## config.mk

```make
export PLATFORM = sky130hd
export DESIGN_NAME = sse_engine
export DESIGN_NICKNAME = d
export VERILOG_FILES = /design/src/include/sse_pkg.sv /design/src/include/sse_tmr_if.sv /design/src/rtl/sse_timer.sv /design/src/rtl/sse_engine.sv
export SDC_FILE = /design/constraint.sdc
export NUM_CORES = 1
export LEC_CHECK = 0
export BUFFER_PORTS_ARGS = -buffer_cell sky130_fd_sc_hd__clkbuf_2
export CAP_MARGIN = 20
export CORE_AREA = 2 2 282 284
export DETAILED_ROUTE_END_ITERATION = 6
export DIE_AREA = 0 0 284 286
export RECOVER_POWER = 50
export REMOVE_ABC_BUFFERS = 1
export SLEW_MARGIN = 10
export SYNTH_ARGS = -nofsm -noshare
export SYNTH_HDL_FRONTEND = slang
export SYNTH_HIERARCHICAL = 1
export SYNTH_SLANG_ARGS = --single-unit
```

## constraint.sdc

```tcl
create_clock -name clock -period 5.51 [get_ports clock]
set_input_delay 1.102 -clock clock [delete_from_list [all_inputs] [get_ports clock]]
set_output_delay 1.102 -clock clock [all_outputs]
set_load 0.03 [all_outputs]
```

## src/include/sse_pkg.sv

```systemverilog
/*
  Shared constants and types of the state transition engine: table sizes,
  timer units, prescaler counts and the scan sequencer states.
  Assumes a single 250 MHz clock and no software-visible registers.
*/
package sse_pkg;

  // ----------------------------------------------------------------------
  // Table sizes
  // ----------------------------------------------------------------------
  localparam int NUM_STATES = 16;
  localparam int NUM_TRANS  = 16;
  localparam int NUM_LEVELS = 4;
  localparam int NUM_INPUTS = 32;
  localparam int NUM_TIMERS = 6;
  localparam int TVAL_W     = 12;
  localparam int TCNT_W     = 13;

  // ----------------------------------------------------------------------
  // Timing
  // ----------------------------------------------------------------------
  localparam int CLK_PERIOD_PS = 4000;
  localparam int US_PS         = 1000000;
  localparam int US_CYC        = (US_PS + CLK_PERIOD_PS - 1) / CLK_PERIOD_PS;
  localparam int US_PER_MS     = 1000;
  localparam int MS_PER_S      = 1000;
  localparam int S_PER_HR      = 3600;
  localparam int MAX_LOOP_US   = 60;
  localparam int EARLY_US      = 30;
  // Thirty microseconds plus one extra for the partial first tick after a restart.
  localparam logic [TCNT_W-1:0] US_MARGIN = 13'h001f;
  localparam logic [TCNT_W-1:0] COARSE_MARGIN = 13'h0001;

  // ----------------------------------------------------------------------
  // Types
  // ----------------------------------------------------------------------
  typedef enum logic [1:0] {
    UNIT_US  = 2'h0,
    UNIT_MS  = 2'h1,
    UNIT_SEC = 2'h2,
    UNIT_HR  = 2'h3
  } sse_unit_t;

  typedef enum logic {
    SC_IDLE = 1'b0,
    SC_SCAN = 1'b1
  } sse_scan_t;

endpackage : sse_pkg

```

## src/include/sse_tmr_if.sv

```systemverilog
/*
  Carrier between the engine and one elapsed-time timer.
  Assumes the engine drives ticks, restart and program; the timer answers.
*/
`timescale 1ns/100ps
interface sse_tmr_if;
  logic [3:0]                   tick;
  logic                         restart;
  logic [sse_pkg::TVAL_W-1:0]   value;
  sse_pkg::sse_unit_t           unit;
  logic                         done;

  modport eng (output tick, output restart, output value, output unit,
               input done);
  modport tmr (input tick, input restart, input value, input unit,
               output done);
endinterface : sse_tmr_if

```

## src/rtl/sse_timer.sv

```systemverilog
/*
  One elapsed-time timer counting in a selectable unit.
  Assumes one-cycle tick enables per unit from the engine's prescaler.
*/
`timescale 1ns/100ps
module sse_timer (
  input  wire logic   clock,
  input  wire logic   rst_b,
  sse_tmr_if.tmr      t
);

  logic [sse_pkg::TCNT_W-1:0] cnt_q;
  logic [sse_pkg::TCNT_W-1:0] target;
  logic                       unit_tick;
  logic                       is_us;

  assign is_us     = (t.unit == sse_pkg::UNIT_US);
  assign unit_tick = t.tick[t.unit];
  // Fine range carries a fixed margin so it never fires early.
  assign target    = {1'b0, t.value}
                   + (is_us ? sse_pkg::US_MARGIN
                            : sse_pkg::COARSE_MARGIN);
  assign t.done    = (cnt_q >= target);

  always_ff @(posedge clock or negedge rst_b)
  begin
    if (!rst_b)
      cnt_q <= '0;
    else if (t.restart)
      cnt_q <= '0;
    else if (unit_tick && !t.done)
      cnt_q <= cnt_q + 13'h0001;
  end

endmodule : sse_timer

```

## src/rtl/sse_engine.sv

```systemverilog
/*
  Transition evaluation engine of a state machine logic solver.
  Assumes a host loop tick no more often than one scan, static program
  tables on plain ports, and inputs synchronous to the clock.
*/
// What this block does
// - Six independent elapsed-time timers per machine.
// - Timing condition false until duration elapsed.
// - Durations up to 4095 hours accepted.
// - Shortest duration bounded by 60 us loop.
// - Microsecond range fires 30 to 60 us late.
// - Coarser ranges late by one unit at most.
// - All inputs captured together before evaluation.
// - Test transitions by priority, first true wins.
// - No true transition holds present state.
// - True transition moves to its destination.
// - Outer compound states first, simple state last.
`timescale 1ns/100ps
module sse_engine #(
  parameter int NS  = sse_pkg::NUM_STATES,
  parameter int NT  = sse_pkg::NUM_TRANS,
  parameter int NL  = sse_pkg::NUM_LEVELS,
  parameter int NI  = sse_pkg::NUM_INPUTS,
  parameter int NTM = sse_pkg::NUM_TIMERS,
  parameter int SW  = $clog2(NS),
  parameter int TW  = $clog2(NT),
  parameter int LW  = $clog2(NL),
  parameter int IW  = $clog2(NI)
) (
  input  wire logic                                clock,
  input  wire logic                                rst_b,
  input  wire logic                                loop_tick,
  input  wire logic [NI-1:0]                       in_raw,
  input  wire logic [SW-1:0]                       init_state,
  input  wire logic [NT-1:0]                       tr_valid,
  input  wire logic [NT-1:0][SW-1:0]               tr_src,
  input  wire logic [NT-1:0][SW-1:0]               tr_dst,
  input  wire logic [NT-1:0]                       tr_is_timer,
  input  wire logic [NT-1:0][IW-1:0]               tr_sel,
  input  wire logic [NT-1:0]                       tr_inv,
  input  wire logic [NS-1:0][NL-1:0][SW-1:0]       anc_id,
  input  wire logic [NS-1:0][NL-1:0]               anc_ok,
  input  wire logic [NTM-1:0][SW-1:0]              tmr_owner,
  input  wire logic [NTM-1:0][sse_pkg::TVAL_W-1:0] tmr_value,
  input  wire sse_pkg::sse_unit_t [NTM-1:0]        tmr_unit,
  output logic      [SW-1:0]                       cur_state_q,
  output logic                                     step_done_q,
  output logic                                     moved_q,
  output logic      [TW-1:0]                       fired_q,
  output logic                                     busy_q
);

  // ----------------------------------------------------------------------
  // Time base
  // ----------------------------------------------------------------------
  logic [7:0]  us_cnt_q;
  logic [9:0]  ms_cnt_q;
  logic [9:0]  s_cnt_q;
  logic [11:0] hr_cnt_q;
  logic [3:0]  tick_q;
  logic        us_wrap;
  logic        ms_wrap;
  logic        s_wrap;
  logic        hr_wrap;

  assign us_wrap = (us_cnt_q == 8'(sse_pkg::US_CYC - 1));
  assign ms_wrap = us_wrap && (ms_cnt_q == 10'(sse_pkg::US_PER_MS - 1));
  assign s_wrap  = ms_wrap && (s_cnt_q == 10'(sse_pkg::MS_PER_S - 1));
  assign hr_wrap = s_wrap && (hr_cnt_q == 12'(sse_pkg::S_PER_HR - 1));

  // Cascaded dividers keep every counter at 12 bits or less while the
  // hour range still reaches 4096 hours.
  always_ff @(posedge clock or negedge rst_b)
  begin
    if (!rst_b)
    begin
      us_cnt_q <= '0;
      ms_cnt_q <= '0;
      s_cnt_q  <= '0;
      hr_cnt_q <= '0;
      tick_q   <= '0;
    end
    else
    begin
      us_cnt_q <= us_wrap ? 8'h00 : us_cnt_q + 8'h01;
      if (us_wrap)
        ms_cnt_q <= ms_wrap ? 10'h000 : ms_cnt_q + 10'h001;
      if (ms_wrap)
        s_cnt_q  <= s_wrap ? 10'h000 : s_cnt_q + 10'h001;
      if (s_wrap)
        hr_cnt_q <= hr_wrap ? 12'h000 : hr_cnt_q + 12'h001;
      tick_q   <= {hr_wrap, s_wrap, ms_wrap, us_wrap};
    end
  end

  // ----------------------------------------------------------------------
  // Timers
  // ----------------------------------------------------------------------
  logic [NTM-1:0] restart_q;
  logic [NTM-1:0] tdone;
  logic [NTM-1:0] tdone_q;
  logic [NI-1:0]  in_q;

  sse_tmr_if tif [NTM] ();

  generate
    for (genvar g = 0; g < NTM; g++)
    begin : g_tmr
      assign tif[g].tick    = tick_q;
      assign tif[g].restart = restart_q[g];
      assign tif[g].value   = tmr_value[g];
      assign tif[g].unit    = tmr_unit[g];
      assign tdone[g]       = tif[g].done;
      sse_timer u_tmr (
        .clock (clock),
        .rst_b (rst_b),
        .t     (tif[g])
      );
    end
  endgenerate

  // ----------------------------------------------------------------------
  // Scan sequencer
  // ----------------------------------------------------------------------
  sse_pkg::sse_scan_t st_q;
  logic [LW-1:0]    lv_q;
  logic [TW-1:0]    ti_q;
  logic [SW-1:0]    scope;
  logic             scope_ok;
  logic             cand;
  logic             tsel_ok;
  logic             cond;
  logic             hit;
  logic             last_ti;
  logic             last_lv;

  assign scope    = anc_id[cur_state_q][lv_q];
  assign scope_ok = anc_ok[cur_state_q][lv_q];
  assign cand     = tr_valid[ti_q] && scope_ok
                 && (tr_src[ti_q] == scope);
  assign tsel_ok  = (tr_sel[ti_q] < IW'(NTM));
  assign cond     = tr_is_timer[ti_q]
                  ? (tsel_ok && tdone_q[tr_sel[ti_q][2:0]])
                  : (in_q[tr_sel[ti_q]] ^ tr_inv[ti_q]);
  assign hit      = (st_q == sse_pkg::SC_SCAN) && cand && cond;
  assign last_ti  = (ti_q == TW'(NT - 1));
  assign last_lv  = (lv_q == LW'(NL - 1));

  always_ff @(posedge clock or negedge rst_b)
  begin
    if (!rst_b)
    begin
      in_q    <= '0;
      tdone_q <= '0;
    end
    else if (loop_tick && st_q == sse_pkg::SC_IDLE)
    begin
      in_q    <= in_raw;
      // A timer restarted by the move just made still shows its old done
      // flag for one cycle, so a back-to-back tick must not capture it.
      tdone_q <= tdone & ~restart_q;
    end
  end

  // A one-cycle evaluation per table entry keeps a scan well inside the
  // shortest loop; the loop tick is ignored while a scan is running.
  always_ff @(posedge clock or negedge rst_b)
  begin
    if (!rst_b)
    begin
      st_q        <= sse_pkg::SC_IDLE;
      lv_q        <= '0;
      ti_q        <= '0;
      step_done_q <= 1'b0;
      moved_q     <= 1'b0;
      fired_q     <= '0;
      busy_q      <= 1'b0;
    end
    else
    begin
      step_done_q <= 1'b0;
      moved_q     <= 1'b0;
      case (st_q)
        sse_pkg::SC_IDLE:
        begin
          if (loop_tick)
          begin
            st_q   <= sse_pkg::SC_SCAN;
            lv_q   <= '0;
            ti_q   <= '0;
            busy_q <= 1'b1;
          end
        end
        sse_pkg::SC_SCAN:
        begin
          if (hit || (last_ti && last_lv))
          begin
            st_q        <= sse_pkg::SC_IDLE;
            step_done_q <= 1'b1;
            moved_q     <= hit;
            busy_q      <= 1'b0;
            if (hit)
              fired_q <= ti_q;
          end
          else if (last_ti)
          begin
            lv_q <= lv_q + LW'(1);
            ti_q <= '0;
          end
          else
            ti_q <= ti_q + TW'(1);
        end
        default:
          st_q <= sse_pkg::SC_IDLE;
      endcase
    end
  end

  // ----------------------------------------------------------------------
  // Present state and timer restart
  // ----------------------------------------------------------------------
  logic             init_pend_q;
  logic [NTM-1:0]   enter_own;

  generate
    for (genvar g = 0; g < NTM; g++)
    begin : g_rst
      assign enter_own[g] = hit && (tr_dst[ti_q] == tmr_owner[g]);
    end
  endgenerate

  // The initial state is taken from its port after reset release, never
  // as an asynchronous reset value.
  always_ff @(posedge clock or negedge rst_b)
  begin
    if (!rst_b)
    begin
      cur_state_q <= '0;
      init_pend_q <= 1'b1;
      restart_q   <= '0;
    end
    else
    begin
      init_pend_q <= 1'b0;
      restart_q   <= enter_own;
      if (init_pend_q)
        cur_state_q <= init_state;
      else if (hit)
        cur_state_q <= tr_dst[ti_q];
    end
  end

endmodule : sse_engine

```

==> impl_results.md <==
- CP Capture Type: register
- Initial core utilization: 0.234
- Std cell rows: 103
- Bufs on Longest Clock Path: 2
- HP Class: register to register
- Global-route usage over all layers: 0.191
- Mapped Cells: 1965
- Max_cap viols: 2
- CP required: 5.88 ns
- Die Y: 286 um
- Clock power frac: 0.181
- Core box area: 78400 um^2
- Post-synth ARST share: 1.00
- Sequential share of the synthesized area: 0.253
- Insertion delay to the later sink of the worst-skew pair: 0.48 ns
- Nets: 3453
- Setup_tns: 0 ns
- Leakage power: 10.8 nW
- RePlAce Congestion: 0.912
- Kind of critical path: primary input to register
- Status: finished with violations
- Worst slew pin tran: 2.96 ns
- Pre-antenna DRT Iters: 5
- RSZ-0062 raised after global routing: false
- Drt initial violations: 1421
- # hold bufs at CTS: 0
- Flops & latches, synth: 185
- Flop pwr share: 0.262
- Top_reg_cell synth: dfrtp_1
- First-pass GRT wire length: 117 mm
- Max-slew violations: 157
- Switch Pwr: 3.10 mW
- Die ar.: 81200 um^2
- CP max stage delay: 0.65 ns
- Worst-path fanout max: 19
- Period Utilization, post-route: 0.863
- Combinational share of power: 0.557
- Arrival @ worst endpoint: 5.13 ns
- Pin count of the biggest net entering global routing: 116
- DP Wirelength: 67.3 mm
- Max VDD drop: 0.000224 V
- Finished Core Util: 0.302
- Dpl cells: 3664
- Ports: 734
- CTS tree: done
- Resize count post-CTS: 0
- PD cells: 296 nW/um^2
- Fin area: 23700 um^2
- CP delay by family, top: simple AND/OR/NAND/NOR gates
- Number of CTS-inserted buffers: 17
- Final-report setup violation count: 0
- CP bufs+invs: 1
- Clock-pin transition on the worst setup and hold timing paths: 0.08 ns
- F_max: 210 MHz
- Worst Skew: 0.0162 ns
- Finished Layout Cells: 3706
- Final WL: 79.8 mm
- Vias: 18800
- Layout cell share with drive strength beyond 1: 0.376
- Vias in the first global route: 18700
- CTS Root Cell: clkbuf_16
- Mean number of vias per cell: 5.07
- Critical path, cell by cell: clkbuf_2 > or2_2 > xnor2_1 > ha_1 > or4_1 > a21oi_1 > a21oi_1 > nand3_1 > xor2_1 > ha_1 > a41oi_1 > o21ai_0 > or3b_1 > nor4_1 > mux2_2
- Hold Violations, Final: 0
- Area leader, netlist: dfrtp_1
- Post-Syn Area: 18300 um^2
- Count of different cell masters after synthesis: 78
- Failing checks: capacitance limit, slew limit
- CTS sink cnt: 185
- Per-cell routed wire length: 21.5 um
- Yosys warnings: 6
- Post-synth top cells: nand2_1 (206), dfrtp_1 (184), mux4_2 (129), nand3_1 (116), a21oi_1 (110)
- CP max stage cell: or3b_1
- DP Area: 23100 um^2
- # DRC: 0
- ANT nets after route: 0
- Layout area overhead: 29.3%
- Internal power: 3.90 mW
- Syn_area_per_cell: 9.32 um^2
- Final Critical Period: 4.76 ns
- Port bufs: 733
- Max H-tree Level: 4
- Number of synthesized flops with an enable pin: 0
- Top-area cell type share of the netlist area: 0.251
- R2R Setup Slk: 0.95 ns
- Startpoint Class: primary input
- Sw frac: 0.442
- Rel. slew slack: -0.972
- Cell with the most instances after synthesis: nand2_1
- Initial antenna violation count: 27
- GRT overflow: 0
- Largest cells by area after synthesis: dfrtp_1 (25%), mux4_2 (16%), ha_1 (6.6%)
- Post-CTS setup buffer count: 0
- DIE WIDTH: 284 um
==> routing by layer <==
metal,global-route usage,part of all wire,vias up
li1,-,-,8877
met1,0.233,0.42,9024
met2,0.321,0.47,753
met3,0.0435,0.064,132
met4,0.0882,0.046,14
met5,0,0.0012,-
==> kinds of logic after synthesis <==
logic type | share of synthesized area
AND/OR/NAND/NOR | 0.230
buffers and inverters | 0.0407
XOR/XNOR | 0.0560
adder cells (fa/ha/maj) | 0.0663
multiplexers | 0.224
other | 0.000205
flip-flops | 0.253
AO/OA/AOI/OAI | 0.130
==> placed cells by master (no fill, tap or decap), drive strengths merged, types with 13 or more instances in the layout <==
master and count:
nand2 208, ha 97, and2 13, or3 16, o21ai 56, nor3 42, nor4 20, xnor2 62
nand3 116, dfrtp 184, mux2 39, a22oi 34, mux2i 65, clkbuf 753, a21oi 112, xor2 55
a31oi 23, nor2 109, mux4 133, nor2b 62, or2 17, buf 27, and3 32, o31ai 37
o211ai 14, nand4 63, inv 62, or4 40
==> worst reg2reg max path, delay by kind of cell, from the launching register on <==
| family | cells | cell delay [ns] |
|---|---|---|
| flip-flops | 1 | 0.81 |
| AO/OA/AOI/OAI | 3 | 1.28 |
| multiplexers | 3 | 0.93 |
| buffers and inverters | 1 | 0.21 |
| AND/OR/NAND/NOR | 4 | 1.22 |
==> registers in the layout (all words and copies together), names as in the netlist <==
signal,flops
cur_state_q,4
s_cnt_q,10
moved_q,1
us_cnt_q,8
tick_q,4
tdone_q,6
init_pend_q,1
ti_q,4
g_tmr.u_tmr/cnt_q,78
step_done_q,1
st_q,1
fired_q,4
hr_cnt_q,12
restart_q,6
busy_q,1
in_q,32
ms_cnt_q,10
lv_q,2
==> path summary, 6_finish.rpt <==
path                                                        end                 start  depth (start not counted)
setup reg to reg                            lv_q[1]$_DFFE_PN0P_   ti_q[0]$_DFFE_PN0P_                         11
max in group asynchronous            cur_state_q[0]$_DFFE_PN0P_                 rst_b                          2
min in group asynchronous   g_tmr[4].u_tmr/cnt_q[4]$_DFFE_PN0P_                 rst_b                          1
hold reg to reg                            in_q[31]$_DFFE_PN0P_  in_q[31]$_DFFE_PN0P_                          2
setup / recovery           g_tmr[5].u_tmr/cnt_q[11]$_DFFE_PN0P_          tmr_unit[11]                         15
hold / removal                             in_q[31]$_DFFE_PN0P_  in_q[31]$_DFFE_PN0P_                          2
==> stage by stage <==
stage / setup slack, ns / hold WS (ns) / power (mW)
CTS: 0.829 / 0.474 / 7.14
floorplan: -0.0154 / 0.432 / 4.29
global route: 0.328 / 0.499 / 7.48
finish: 0.753 / 0.477 / 7.00
global placement: 0.405 / 0.454 / 5.79
detailed placement: 0.320 / 0.457 / 5.83
==> area by class of cell <==
| cell class | instances | area (um^2) |
|---|---|---|
| Fill cell | 8335 | 54700 |
| Multi-Input combinational cell | 1610 | 12900 |
| Sequential cell | 185 | 4650 |
| Timing Repair Buffer | 762 | 3940 |
| Tap cell | 1050 | 1310 |
| Clock buffer | 18 | 439 |
| Inverter | 57 | 214 |
| Clock inverter | 14 | 156 |
| Antenna cell | 10 | 25.0 |
==> power groups by stage <==
stage / clock network (mW) / logic, mW / registers [mW]
after floorplan: 0 / 2.36 / 1.92
after global placement: 0 / 3.92 / 1.87
after detailed placement: 0 / 3.96 / 1.87
after CTS: 1.32 / 3.97 / 1.85
after global routing: 1.36 / 4.24 / 1.88
final: 1.26 / 3.90 / 1.84
Note: power is estimated with default switching activity, not from simulation.
